`config.mk`:
```
export PLATFORM = sky130hd
export DESIGN_NAME = ingress_header_decoder
export DESIGN_NICKNAME = d
export VERILOG_FILES = /design/src/rtl/ihd_pkg.sv /design/src/rtl/ingress_header_decoder.sv
export VERILOG_INCLUDE_DIRS = /design/src /design/src/rtl
export SDC_FILE = /design/constraint.sdc
export NUM_CORES = 2
export LEC_CHECK = 0
export ABC_AREA = 1
export BUFFER_PORTS_ARGS = -buffer_cell sky130_fd_sc_hd__buf_2
export CORE_UTILIZATION = 55
export CTS_CLUSTER_SIZE = 20
export DETAILED_ROUTE_END_ITERATION = 12
export HOLD_SLACK_MARGIN = 0.15
export PLACE_DENSITY = 0.71
export SLEW_MARGIN = 10
export SYNTH_ARGS = -nofsm -noshare
export SYNTH_HDL_FRONTEND = slang
export SYNTH_SLANG_ARGS = --single-unit
```
`constraint.sdc`:
```
create_clock -name clk -period 4.6 [get_ports clk]
set_clock_uncertainty 0.1 [all_clocks]
set_input_delay 0.92 -clock clk [delete_from_list [all_inputs] [get_ports clk]]
set_output_delay 0.92 -clock clk [all_outputs]
set_load 0.02 [all_outputs]
```
`src/rtl/ihd_cfg.svh`:
```
`ifndef IHD_CFG_SVH
`define IHD_CFG_SVH
// fixed addresses and protocol codes
`define DA_BRIDGE_PROTOCOL_FRAME 48'h0180C2000000
`define DA_SHARED_SPANNING_TREE_FRAME 40'h01000CCCCD
`define ETH_CPU 16'h9988
`define ETH_CTAG 16'h8100
`define ETH_STAG 16'h88A8
`define ETH_LLC_MAX 16'h05DC
`define ETH_MPLS 16'h8847
`define ETH_PPPOE 16'h8864
`define ETH_IP4 16'h0800
`define ETH_IP6 16'h86DD
`define ETH_PTP 16'h88F7
`define PPP_IP4 16'h0021
`define PPP_IP6 16'h0057
`define LLC_SAP 8'hAA
`define LLC_CTRL 8'h03
`define SNAP_OUI_A 24'h000000
`define SNAP_OUI_B 24'h0000F8
`define PROTO_ICMP 8'h01
`define PROTO_IGMP 8'h02
`define PROTO_TCP 8'h06
`define PROTO_UDP 8'h11
`define PROTO_RH 8'h2B
`define RH_SRH 8'h04
// field lengths in bytes, vlan tag and mpls label limits
`define LEN_MAC 11'h006
`define LEN_ET 11'h002
`define LEN_LLC 11'h006
`define LEN_CPUTAG 11'h011
`define LEN_TCI 11'h002
`define LEN_MPLS 11'h004
`define LEN_PPPOE 11'h008
`define LEN_IP6A 11'h008
`define LEN_IP6B 11'h020
`define LEN_RH 11'h004
`define LEN_L4P 11'h004
`define LEN_L4T 11'h002
`define MAX_VLAN 2'h2
`define MAX_MPLS 2'h3
// configuration word indices, word count and reset value
`define R_CTRL 5'h00
`define R_CPU_LO 5'h01
`define R_CPU_HI 5'h02
`define R_LINK_DISCOVERY_FRAME_LO 5'h03
`define R_LINK_AGGREGATION_FRAME_LO 5'h09
`define R_LINK_AGGREGATION_FRAME_HI 5'h0A
`define R_LINK_AGGREGATION_FRAME_CPU 5'h0B
`define R_LINK_AGGREGATION_FRAME_DROP 5'h0C
`define R_ETH_A 5'h0D
`define R_ETH_B 5'h0E
`define R_ETH_C 5'h0F
`define R_PROTO 5'h10
`define R_UDP_BOOTP 5'h11
`define R_UDP_IKE 5'h12
`define R_UDP_CAPWAP 5'h13
`define R_UDP_GRE 5'h14
`define R_STATUS 5'h15
`define CFG_WORDS 21
`define CFG_RST 32'h00000000
// control word bits
`define B_BRIDGE_PROTOCOL_FRAME 0
`define B_SHARED_SPANNING_TREE_FRAME 1
`define B_CPUMAC 2
`define B_SNAP 3
`define B_LINK_DISCOVERY_FRAME 4
`define B_RH 5
`endif

```
`src/rtl/ihd_pkg.sv`:
```
package ihd_pkg;
  typedef enum logic [4:0] {
    ST_DA, ST_SA, ST_ET, ST_LLC, ST_CPUTAG, ST_VLAN, ST_MPLS, ST_MPLSN,
    ST_PPPOE, ST_IP4, ST_IP4B, ST_IP6, ST_SKIP, ST_RH, ST_L4, ST_L4T,
    ST_DONE
  } state_t;
  typedef enum logic [5:0] {
    CL_TRUNC, CL_BRIDGE_PROTOCOL_FRAME, CL_SHARED_SPANNING_TREE_FRAME, CL_CPUMAC, CL_LINK_AGGREGATION_FRAME, CL_LINK_DISCOVERY_FRAME, CL_LLC_BAD,
    CL_AVTP, CL_ARP, CL_RARP, CL_TS_ETH, CL_AUTH, CL_PTP, CL_MPLS_IP4,
    CL_MPLS_IP6, CL_MPLS_UNK, CL_UNKNOWN, CL_PPPOE, CL_IP4, CL_IP6,
    CL_RH_UNK, CL_AH, CL_ESP, CL_GRE, CL_SCTP, CL_TCP, CL_UDP, CL_IGMP,
    CL_ICMP, CL_BOOTP, CL_IKE, CL_CAPWAP, CL_GRE_UDP
  } class_t;
endpackage

```
`src/rtl/ingress_header_decoder.sv`:
```
`timescale 1ns/10ps
`include "ihd_cfg.svh"
// Contract
// - bridge protocol DA match: optional to CPU, decoding stops.
// - link-discovery criteria override the bridge protocol classification.
// - shared spanning tree DA match: optional to CPU, decoding stops.
// - enabled CPU destination MAC match steers packet to CPU.
// - DA equal to a link-discovery address continues to EtherType check.
// - link-aggregation DA: per-port to-CPU bit sends packet to CPU; with the drop bit also set the code only drops it.
// - link-aggregation DA: per-port drop bit discards packet.
// - after DA, take source MAC, then EtherType and compare.
// - EtherType up to 1500 checked as LLC/SNAP; failure ends decoding.
// - from-CPU EtherType consumes a 17 byte CPU tag, then VLANs.
// - zero to two VLAN tags, each with 2 byte control field.
// - listed terminal EtherTypes and unknown types end decoding.
// - MPLS: up to four labels, then payload nibble classified, end.
// - PPPoE continues to IPv4 or IPv6, otherwise ends.
// - unknown routing header ends if segments left, else skipped.
// - IP next protocol compared to configured and fixed L4 types.
// - UDP destination port compared against configured pairs, then end.
// - customer VLAN identifier recognised as a tag.
// - service VLAN identifier recognised as a tag.
// - CPU injected packets carry the dedicated from-CPU EtherType.
module ingress_header_decoder
  import ihd_pkg::*;
#(
  parameter int NPORT = 11
)
(
  input wire logic clk,
  input wire logic rst,
  input wire logic in_valid,
  input wire logic in_sop,
  input wire logic in_eop,
  input wire logic [7:0] in_byte,
  input wire logic [4:0] in_src_port,
  input wire logic [4:0] cfg_addr,
  input wire logic [31:0] cfg_wdata,
  input wire logic cfg_wr,
  input wire logic cfg_rd,
  output logic [31:0] cfg_rdata,
  output logic res_valid,
  output ihd_pkg::class_t res_class,
  output logic res_to_cpu,
  output logic res_drop
);
  import ihd_pkg::*;

  if (NPORT < 1 || NPORT > 32)
  begin : g_bad
    $error("NPORT must lie in 1..32");
  end

  logic [31:0] cfg_reg [`CFG_WORDS];
  state_t st_reg, st_next, s;
  class_t cls_reg, cls_next;
  logic [10:0] cnt_reg, cnt_next, len_reg, len_next, c, l;
  logic [47:0] acc_reg, a;
  logic [7:0] l4p_reg, l4p_next;
  logic [1:0] vlan_reg, vlan_next, mpls_reg, mpls_next;
  logic [4:0] port_reg, p;
  logic cpu_reg, cpu_next, drop_reg, drop_next;
  logic lldpda_reg, lldpda_next, bridge_protocol_frame_reg, bridge_protocol_frame_next;
  logic fdone;
  logic [15:0] pkt_cnt_reg;
  logic [2:0] link_discovery_frame_hit;
  logic [31:0] ctrl, proto;
  logic [15:0] e;

  // udp destination port against a configured pair
  function automatic logic udp_hit(logic [31:0] w, logic [15:0] dp);
    udp_hit = (dp == w[15:0]) || (dp == w[31:16]);
  endfunction

  // per-port bit; ports beyond NPORT never match
  function automatic logic port_bit(logic [31:0] v, logic [4:0] pn);
    port_bit = (32'(pn) < 32'(NPORT)) && v[pn];
  endfunction

  assign ctrl = cfg_reg[`R_CTRL];
  assign proto = cfg_reg[`R_PROTO];
  // a sop byte restarts the walk even if the last packet never ended
  assign s = in_sop ? ST_DA : st_reg;
  assign c = in_sop ? 11'h000 : cnt_reg;
  assign l = in_sop ? `LEN_MAC : len_reg;
  assign p = in_sop ? in_src_port : port_reg;
  assign a = {acc_reg[39:0], in_byte};
  assign e = a[15:0];
  assign fdone = in_valid && (c == l - 11'h001);

  for (genvar i = 0; i < 3; i++)
  begin : g_link_discovery_frame
    assign link_discovery_frame_hit[i] = a == {cfg_reg[`R_LINK_DISCOVERY_FRAME_LO + 5'(2 * i) + 5'h01][15:0],
                               cfg_reg[`R_LINK_DISCOVERY_FRAME_LO + 5'(2 * i)]};
  end

  // byte walker: each field completes on its last byte
  always_comb
  begin
    st_next = s;
    cnt_next = c + 11'h001;
    len_next = l;
    cls_next = in_sop ? CL_TRUNC : cls_reg;
    cpu_next = in_sop ? 1'b0 : cpu_reg;
    drop_next = in_sop ? 1'b0 : drop_reg;
    vlan_next = in_sop ? 2'h0 : vlan_reg;
    mpls_next = in_sop ? 2'h0 : mpls_reg;
    lldpda_next = in_sop ? 1'b0 : lldpda_reg;
    bridge_protocol_frame_next = in_sop ? 1'b0 : bridge_protocol_frame_reg;
    l4p_next = l4p_reg;
    if (fdone)
    begin
      cnt_next = 11'h000;
      st_next = ST_DONE;
      case (s)
        ST_DA:
        begin
          // bridge protocol address, unless link discovery may apply
          if (a == `DA_BRIDGE_PROTOCOL_FRAME && link_discovery_frame_hit == 3'h0)
          begin
            cls_next = CL_BRIDGE_PROTOCOL_FRAME;
            cpu_next = ctrl[`B_BRIDGE_PROTOCOL_FRAME];
          end
          else if (a[39:0] == `DA_SHARED_SPANNING_TREE_FRAME)
          begin
            cls_next = CL_SHARED_SPANNING_TREE_FRAME;
            cpu_next = ctrl[`B_SHARED_SPANNING_TREE_FRAME];
          end
          else if (ctrl[`B_CPUMAC] &&
                   a == {cfg_reg[`R_CPU_HI][15:0], cfg_reg[`R_CPU_LO]})
          begin
            cls_next = CL_CPUMAC;
            cpu_next = 1'b1;
          end
          else if (a == {cfg_reg[`R_LINK_AGGREGATION_FRAME_HI][15:0], cfg_reg[`R_LINK_AGGREGATION_FRAME_LO]})
          begin
            cls_next = CL_LINK_AGGREGATION_FRAME;
            cpu_next = port_bit(cfg_reg[`R_LINK_AGGREGATION_FRAME_CPU], p);
            drop_next = port_bit(cfg_reg[`R_LINK_AGGREGATION_FRAME_DROP], p);
          end
          else
          begin
            // carry link-discovery candidacy to the type check
            st_next = ST_SA;
            lldpda_next = link_discovery_frame_hit != 3'h0;
            bridge_protocol_frame_next = a == `DA_BRIDGE_PROTOCOL_FRAME;
          end
        end
        ST_SA, ST_CPUTAG, ST_VLAN:
        begin
          st_next = ST_ET;
          len_next = `LEN_ET;
        end
        ST_ET:
        begin
          if (e <= `ETH_LLC_MAX)
          begin
            st_next = ST_LLC;
            len_next = `LEN_LLC;
          end
          // cpu tag only ahead of any vlan tag
          else if (e == `ETH_CPU && vlan_reg == 2'h0)
          begin
            st_next = ST_CPUTAG;
            len_next = `LEN_CPUTAG;
          end
          else if ((e == `ETH_CTAG || e == `ETH_STAG) &&
                   vlan_reg != `MAX_VLAN)
          begin
            st_next = ST_VLAN;
            len_next = `LEN_TCI;
            vlan_next = vlan_reg + 2'h1;
          end
          // link discovery takes precedence over bridge protocol
          else if (lldpda_reg && e == cfg_reg[`R_ETH_A][15:0])
          begin
            cls_next = CL_LINK_DISCOVERY_FRAME;
            cpu_next = ctrl[`B_LINK_DISCOVERY_FRAME];
          end
          // bridge protocol address that failed the link_discovery_frame criteria
          else if (bridge_protocol_frame_reg)
          begin
            cls_next = CL_BRIDGE_PROTOCOL_FRAME;
            cpu_next = ctrl[`B_BRIDGE_PROTOCOL_FRAME];
          end
          else if (e == cfg_reg[`R_ETH_A][31:16])
            cls_next = CL_AVTP;
          else if (e == cfg_reg[`R_ETH_B][15:0])
            cls_next = CL_ARP;
          else if (e == cfg_reg[`R_ETH_B][31:16])
            cls_next = CL_RARP;
          else if (e == cfg_reg[`R_ETH_C][15:0])
            cls_next = CL_TS_ETH;
          else if (e == cfg_reg[`R_ETH_C][31:16])
            cls_next = CL_AUTH;
          else if (e == `ETH_PTP)
            cls_next = CL_PTP;
          else if (e == `ETH_MPLS)
          begin
            st_next = ST_MPLS;
            len_next = `LEN_MPLS;
          end
          else if (e == `ETH_PPPOE)
          begin
            st_next = ST_PPPOE;
            len_next = `LEN_PPPOE;
          end
          else if (e == `ETH_IP4)
          begin
            st_next = ST_IP4;
            len_next = 11'h001;
          end
          else if (e == `ETH_IP6)
          begin
            st_next = ST_IP6;
            len_next = `LEN_IP6A;
          end
          else
            cls_next = CL_UNKNOWN;
        end
        // llc saps and control, snap oui
        ST_LLC:
        begin
          if (a[47:40] == `LLC_SAP && a[39:32] == `LLC_SAP &&
              a[31:24] == `LLC_CTRL &&
              (a[23:0] == `SNAP_OUI_A || a[23:0] == `SNAP_OUI_B))
          begin
            st_next = ST_ET;
            len_next = `LEN_ET;
          end
          else
          begin
            cls_next = CL_LLC_BAD;
            cpu_next = ctrl[`B_SNAP];
          end
        end
        // label stack, bottom bit or fourth label ends it
        ST_MPLS:
        begin
          st_next = ST_MPLS;
          mpls_next = mpls_reg + 2'h1;
          if (a[8] || mpls_reg == `MAX_MPLS)
          begin
            st_next = ST_MPLSN;
            len_next = 11'h001;
          end
        end
        ST_MPLSN:
          if (a[7:4] == 4'h4)
            cls_next = CL_MPLS_IP4;
          else if (a[7:4] == 4'h6)
            cls_next = CL_MPLS_IP6;
          else
            cls_next = CL_MPLS_UNK;
        // inner protocol of the session header
        ST_PPPOE:
        begin
          cls_next = CL_PPPOE;
          if (e == `PPP_IP4)
          begin
            st_next = ST_IP4;
            len_next = 11'h001;
          end
          else if (e == `PPP_IP6)
          begin
            st_next = ST_IP6;
            len_next = `LEN_IP6A;
          end
        end
        // header length parked in l4p until the protocol byte
        ST_IP4:
        begin
          cls_next = CL_IP4;
          l4p_next = {4'h0, a[3:0]};
          if (a[3:0] >= 4'h5)
          begin
            st_next = ST_IP4B;
            len_next = 11'h009;
          end
        end
        ST_IP4B:
        begin
          st_next = ST_SKIP;
          l4p_next = a[7:0];
          len_next = {1'b0, l4p_reg, 2'h0} - 11'h00A;
        end
        ST_IP6:
        begin
          cls_next = CL_IP6;
          st_next = ST_SKIP;
          l4p_next = a[15:8];
          len_next = `LEN_IP6B;
        end
        // routing header: srh or exhausted ones are skipped
        ST_RH:
          if (a[15:8] == `RH_SRH || a[7:0] == 8'h00)
          begin
            st_next = ST_SKIP;
            l4p_next = a[31:24];
            len_next = {a[23:16], 3'h0} + 11'h004;
          end
          else
          begin
            cls_next = CL_RH_UNK;
            cpu_next = ctrl[`B_RH];
          end
        ST_SKIP:
          if (l4p_reg == `PROTO_RH && cls_reg == CL_IP6)
          begin
            st_next = ST_RH;
            len_next = `LEN_RH;
          end
          else if (l4p_reg == proto[7:0])
            cls_next = CL_AH;
          else if (l4p_reg == proto[15:8])
            cls_next = CL_ESP;
          else if (l4p_reg == proto[23:16])
            cls_next = CL_GRE;
          else if (l4p_reg == proto[31:24])
            cls_next = CL_SCTP;
          else if (l4p_reg == `PROTO_TCP || l4p_reg == `PROTO_UDP)
          begin
            st_next = ST_L4;
            len_next = `LEN_L4P;
            cls_next = l4p_reg == `PROTO_TCP ? CL_TCP : CL_UDP;
          end
          else if (l4p_reg == `PROTO_ICMP || l4p_reg == `PROTO_IGMP)
          begin
            st_next = ST_L4T;
            len_next = `LEN_L4T;
            cls_next = l4p_reg == `PROTO_ICMP ? CL_ICMP : CL_IGMP;
          end
        ST_L4:
          if (cls_reg == CL_UDP)
          begin
            if (udp_hit(cfg_reg[`R_UDP_BOOTP], e))
              cls_next = CL_BOOTP;
            else if (udp_hit(cfg_reg[`R_UDP_IKE], e))
              cls_next = CL_IKE;
            else if (udp_hit(cfg_reg[`R_UDP_CAPWAP], e))
              cls_next = CL_CAPWAP;
            else if (udp_hit(cfg_reg[`R_UDP_GRE], e))
              cls_next = CL_GRE_UDP;
          end
        default:
          st_next = ST_DONE;
      endcase
    end
  end

  // walker state, only moves on a valid byte
  always_ff @(posedge clk)
  begin
    if (rst)
    begin
      st_reg <= ST_DONE;
      cls_reg <= CL_TRUNC;
      cnt_reg <= 11'h000;
      len_reg <= `LEN_MAC;
      acc_reg <= 48'h000000000000;
      l4p_reg <= 8'h00;
      vlan_reg <= 2'h0;
      mpls_reg <= 2'h0;
      port_reg <= 5'h00;
      cpu_reg <= 1'b0;
      drop_reg <= 1'b0;
      lldpda_reg <= 1'b0;
      bridge_protocol_frame_reg <= 1'b0;
    end
    else if (in_valid)
    begin
      st_reg <= st_next;
      cls_reg <= cls_next;
      cnt_reg <= cnt_next;
      len_reg <= len_next;
      acc_reg <= a;
      l4p_reg <= l4p_next;
      vlan_reg <= vlan_next;
      mpls_reg <= mpls_next;
      port_reg <= p;
      cpu_reg <= cpu_next;
      drop_reg <= drop_next;
      lldpda_reg <= lldpda_next;
      bridge_protocol_frame_reg <= bridge_protocol_frame_next;
    end
  end

  // result one cycle after the last byte; walks cut short before any class is set report CL_TRUNC
  always_ff @(posedge clk)
  begin
    if (rst)
    begin
      res_valid <= 1'b0;
      res_class <= CL_TRUNC;
      res_to_cpu <= 1'b0;
      res_drop <= 1'b0;
      pkt_cnt_reg <= 16'h0000;
    end
    else
    begin
      res_valid <= in_valid && in_eop;
      if (in_valid && in_eop)
      begin
        res_class <= cls_next;
        res_to_cpu <= cpu_next && !drop_next;
        res_drop <= drop_next;
        pkt_cnt_reg <= pkt_cnt_reg + 16'h0001;
      end
    end
  end

  // configuration words, read live by the walker
  always_ff @(posedge clk)
  begin
    if (rst)
    begin
      for (int i = 0; i < `CFG_WORDS; i++)
        cfg_reg[i] <= `CFG_RST;
    end
    else if (cfg_wr && 32'(cfg_addr) < `CFG_WORDS)
      cfg_reg[cfg_addr] <= cfg_wdata;
  end

  // read data valid only in the cycle after the strobe
  always_ff @(posedge clk)
  begin
    if (rst)
      cfg_rdata <= 32'h00000000;
    else if (!cfg_rd)
      cfg_rdata <= 32'h00000000;
    else if (32'(cfg_addr) < `CFG_WORDS)
      cfg_rdata <= cfg_reg[cfg_addr];
    else if (cfg_addr == `R_STATUS)
      cfg_rdata <= {pkt_cnt_reg, 8'h00, res_drop, res_to_cpu, res_class};
    else
      cfg_rdata <= 32'h00000000;
  end

  a_bridge_protocol_frame_stop: assert property (@(posedge clk) disable iff (rst)
    fdone && s == ST_DA && a == `DA_BRIDGE_PROTOCOL_FRAME && link_discovery_frame_hit == 3'h0
    |=> st_reg == ST_DONE && cls_reg == CL_BRIDGE_PROTOCOL_FRAME)
    else $error("bridge_protocol_frame address did not end decoding");
  a_link_discovery_frame_over_bridge_protocol_frame: assert property (@(posedge clk) disable iff (rst)
    fdone && s == ST_DA && a == `DA_BRIDGE_PROTOCOL_FRAME && link_discovery_frame_hit != 3'h0
    |=> st_reg == ST_SA && lldpda_reg)
    else $error("link_discovery_frame candidate treated as bridge_protocol_frame");
  a_shared_spanning_tree_frame_stop: assert property (@(posedge clk) disable iff (rst)
    fdone && s == ST_DA && a != `DA_BRIDGE_PROTOCOL_FRAME && a[39:0] == `DA_SHARED_SPANNING_TREE_FRAME
    |=> cls_reg == CL_SHARED_SPANNING_TREE_FRAME && cpu_reg == $past(ctrl[`B_SHARED_SPANNING_TREE_FRAME]))
    else $error("shared_spanning_tree_frame address mishandled");
  a_link_aggregation_frame_drop: assert property (@(posedge clk) disable iff (rst)
    fdone && s == ST_DA && cls_next == CL_LINK_AGGREGATION_FRAME &&
    port_bit(cfg_reg[`R_LINK_AGGREGATION_FRAME_DROP], p)
    |=> drop_reg && st_reg == ST_DONE)
    else $error("link_aggregation_frame drop bit ignored");
  a_llc_branch: assert property (@(posedge clk) disable iff (rst)
    fdone && s == ST_ET && e <= `ETH_LLC_MAX
    |=> st_reg == ST_LLC && len_reg == `LEN_LLC)
    else $error("length type not sent to llc check");
  a_cputag_len: assert property (@(posedge clk) disable iff (rst)
    fdone && s == ST_ET && e == `ETH_CPU && vlan_reg == 2'h0
    |=> st_reg == ST_CPUTAG && len_reg == 11'h011)
    else $error("cpu tag length wrong");
  a_vlan_limit: assert property (@(posedge clk) disable iff (rst)
    vlan_reg <= 2'h2)
    else $error("more than two vlan tags");
  a_mpls_depth: assert property (@(posedge clk) disable iff (rst)
    st_reg == ST_MPLS && fdone && !in_sop && mpls_reg == 2'h3
    |=> st_reg == ST_MPLSN)
    else $error("mpls stack deeper than four");
  a_drop_wins: assert property (@(posedge clk) disable iff (rst)
    in_valid && in_eop |=> res_valid && !(res_to_cpu && res_drop))
    else $error("result late or both actions set");
endmodule

```
==> results.md <==
- Worst path required time: 5.09 ns
- Die height: 308 um
- All-Layer GR Usage: 0.453
- Combinational share of power: 0.124
- Vias: 46400
- Lkg Pwr: between 20 and 25 nW
- Crit start category: flip-flop
- Setup TNS: 0 ns
- Initial antenna violation count: 11
- Num CTS Buffers: 104
- Fin crit period: 3.90 ns
- WP data arrival: roughly 4.4 ns
- Leading area contributor after synthesis: edfxtp_1
- FFs w/ async S/R, synth: 0
- Worst-path clk slew: 0.07 ns
- DR vias/cell: ~6.3
- 1st-pass router iterations: 7
- CP Depth: 17
- CP peak stage delay: 0.75 ns
- Status: complete, but fails checks
- Worst hold path type: input pin to flip-flop
- Final core occ: 0.625
- Pint: 15.7 mW
- Layout fillers: 8029
- Hold depth: 1
- Detailed-route DRC error count: 0
- Crit-path slowest cell: dfxtp_1
- First-pass GRT wire length: 304000 um
- Ratio of cells with drive above 1 in the final layout: 0.0852
- Rows: 111
- RSZ-0062 raised after global routing: no
- Crit path max fanout: 7
- Final Hold Slack: 0.325 ns
- DP Area: roughly 54000 um^2
- Post-Syn Area per Cell: 8.77 um^2
- Clock power frac: 0.392
- Sw frac: 0.280
- Buf+Inv Stages, Crit Path: 3
- Crit path kind: flip-flop to flip-flop
- Failing checks: capacitance limit, slew limit
- Pwr/cell area: around 380 nW/um^2
- Final Cell Area: around 58000 um^2
- Largest net degree at the start of global routing: between 100 and 150
- Worst Setup End Kind: flip-flop
- Initial core utilization: 0.558
- Synth Cell Area: 51400 um^2
- Critical path, cell by cell: inv_1 -> buf_4 -> buf_4 -> nand2_1 -> nand3_1 -> nor2_1 -> nand2_1 -> nor2_1 -> nor2_1 -> nand4_1 -> nand2_1 -> nand3_1 -> nand2_1 -> nand2_1 -> nand2_1 -> nand2_1 -> nand2_1
- GPL Wtd Cong: 1.07
- Setup slack after layout: 0.698 ns
- Seq/Total Area, Yosys: 0.545
- H-tree Lvls: 3
- Remaining antenna violation count: 0
- Vias in the first global route: 43000
- Main synth FF type: edfxtp_1
- Ys Warns: 0
- Post-synth top area share: 0.486
- Net switching power: 6.11 mW
- # clock sinks: 983
- FMAX: 256 MHz
- Setup Viol. Count Final: 0
- FF+latch count, synth: around 980
- Chip width: 308 um
- Area Growth Syn to Fin: 12.0%
- Setup slack after placement: 0.606 ns
- Core area: about 92000 um^2
- Largest register FFs: 832
- Post_cts resized: 0
- Max clock buf depth: 3
- TritonCTS clock tree: done
- Drt initial violations: slightly below 8000
- Post-synth EDFFs: 832
- Congestion Overflow GR: 0
- Tcrit/Tclk final: 0.848
- Clock Latency Late Sink: ~0.72 ns
- Final-report max-slew violation count: 2
- Final Routed Wirelength: 216000 um
- Most used cell, CP: nand2_1
- Relative slew slack: -0.0377
- Crit path max-delay family: simple AND/OR/NAND/NOR gates
- Hpwl dp: around 150000 um
- Setup Buffers After CTS: 0
- Syn Inst Count: 5863
- R2R depth: 17
- Root Driver: clkbuf_16
- Drt wl/cell: 29.4 um
- Die area: 94700 um^2
- Fin nets: just over 6000
- Measured slew at the worst slew-check pin: ~1.6 ns
- Cell variety after synth: 59
- Max Cap Violations: 1
- Hold Fails Final Rpt: 0
- Ranking of synthesized cells by area: edfxtp_1, nand2_1, nor2_1
- Port buffer count: 97
- Peak VDD IR: 0.400 mV
- I/O pin total: 98
- Seq pwr share: 0.485
- Hold Buf Count CTS: 0
-- power groups by stage --
| stage | Clock, mW | Sequential (mW) | Combinational, mW |
|---|---|---|---|
| floorplan | 0 | 10.6 | 1.51 |
| global placement | 0 | 10.7 | 2.52 |
| detailed placement | 0 | 10.7 | 2.54 |
| CTS | 8.51 | 10.6 | 2.55 |
| global route | 8.82 | 10.6 | 2.79 |
| finish | 8.56 | 10.6 | 2.70 |
-- cell usage after synthesis (12+ instances only) --
library cell / number
nand2_1: 1356
nor2_1: 1082
edfxtp_1: 832
inv_1: 414
a22oi_1: 345
clkbuf_1: 275
xnor2_1: 210
a21oi_1: 197
o21ai_0: 190
nand3_1: 169
dfxtp_1: 151
xor2_1: 118
nand4_1: 98
buf_2: 74
nor3_1: 44
a221oi_1: 34
or2_2: 27
inv_2: 22
a31oi_1: 20
buf_1: 17
o221ai_1: 14
a41oi_1: 13
nand3b_1: 12
o21ai_1: 12
o22ai_1: 12
-- worst paths after layout --
| kind | to | from | slack, ns |
|---|---|---|---|
| max | len_reg[2] | acc_reg[0] | 0.70 |
| max reg2reg | len_reg[2] | acc_reg[0] | 0.70 |
| min reg2reg | vlan_reg[0] | vlan_reg[0] | 0.37 |
| min | cfg_reg[21][30] | cfg_wdata[30] | 0.33 |
-- per-stage QoR --
stage	std cells	total power, mW
final	7363	21.8
after global routing	7356	22.2
after CTS	7356	21.6
after detailed placement	7161	13.3
after global placement	7161	13.3
after floorplan	6022	12.1
-- cell usage in the layout (no fill, tap or decap), types with 13 or more instances in the layout --
cell and count:
inv_1 413, conb_1 160, a21oi_1 197, nor3_1 40, clkinv_1 22, inv_2 20
xor2_1 118, nand2_1 1351, clkbuf_1 28, a22oi_1 345, a221oi_1 34, a41oi_1 13
nand3_1 169, dfxtp_1 150, buf_2 96, o21ai_0 190, o221ai_1 14, nand4_1 98
clkbuf_16 108, buf_12 19, or2_2 27, a31oi_1 20, clkinv_2 19, edfxtp_1 832
buf_4 159, nor2_1 1077, xnor2_1 210
-- kinds of logic (layout without fill, tap and decap cells) --
| family | after synthesis | count (layout) | synth area share |
|---|---|---|---|
| xor+xnor | 328 | 328 | 0.0559 |
| buf+inv | 821 | 912 | 0.0627 |
| flops | 983 | 983 | 0.545 |
| simple gates | 2831 | 2831 | 0.222 |
| other cells | 1 | 167 | 0.0000730 |
| compound gates | 890 | 890 | 0.113 |
| fa+ha+maj | 9 | 9 | 0.00219 |
-- per-layer routing --
layer / share of wire / track usage
met3: 0.16 / 0.165
met5: 0.00023 / 0
met2: 0.41 / 0.646
met4: 0.076 / 0.280
met1: 0.35 / 0.585
-- layout make-up --
type | instances | area [um^2] | area share
timing repair buffer | 274 | 2050 | 0.0357
inverter | 443 | 1670 | 0.0291
tap | 1243 | 1560 | 0.0270
antenna | 7 | 17.5 | 0.000304
multi-input combinational | 4218 | 20900 | 0.362
clock buffer | 143 | 2900 | 0.0505
clock inverter | 52 | 487 | 0.00846
sequential | 983 | 28000 | 0.487
(Power assumes the default switching activity.)
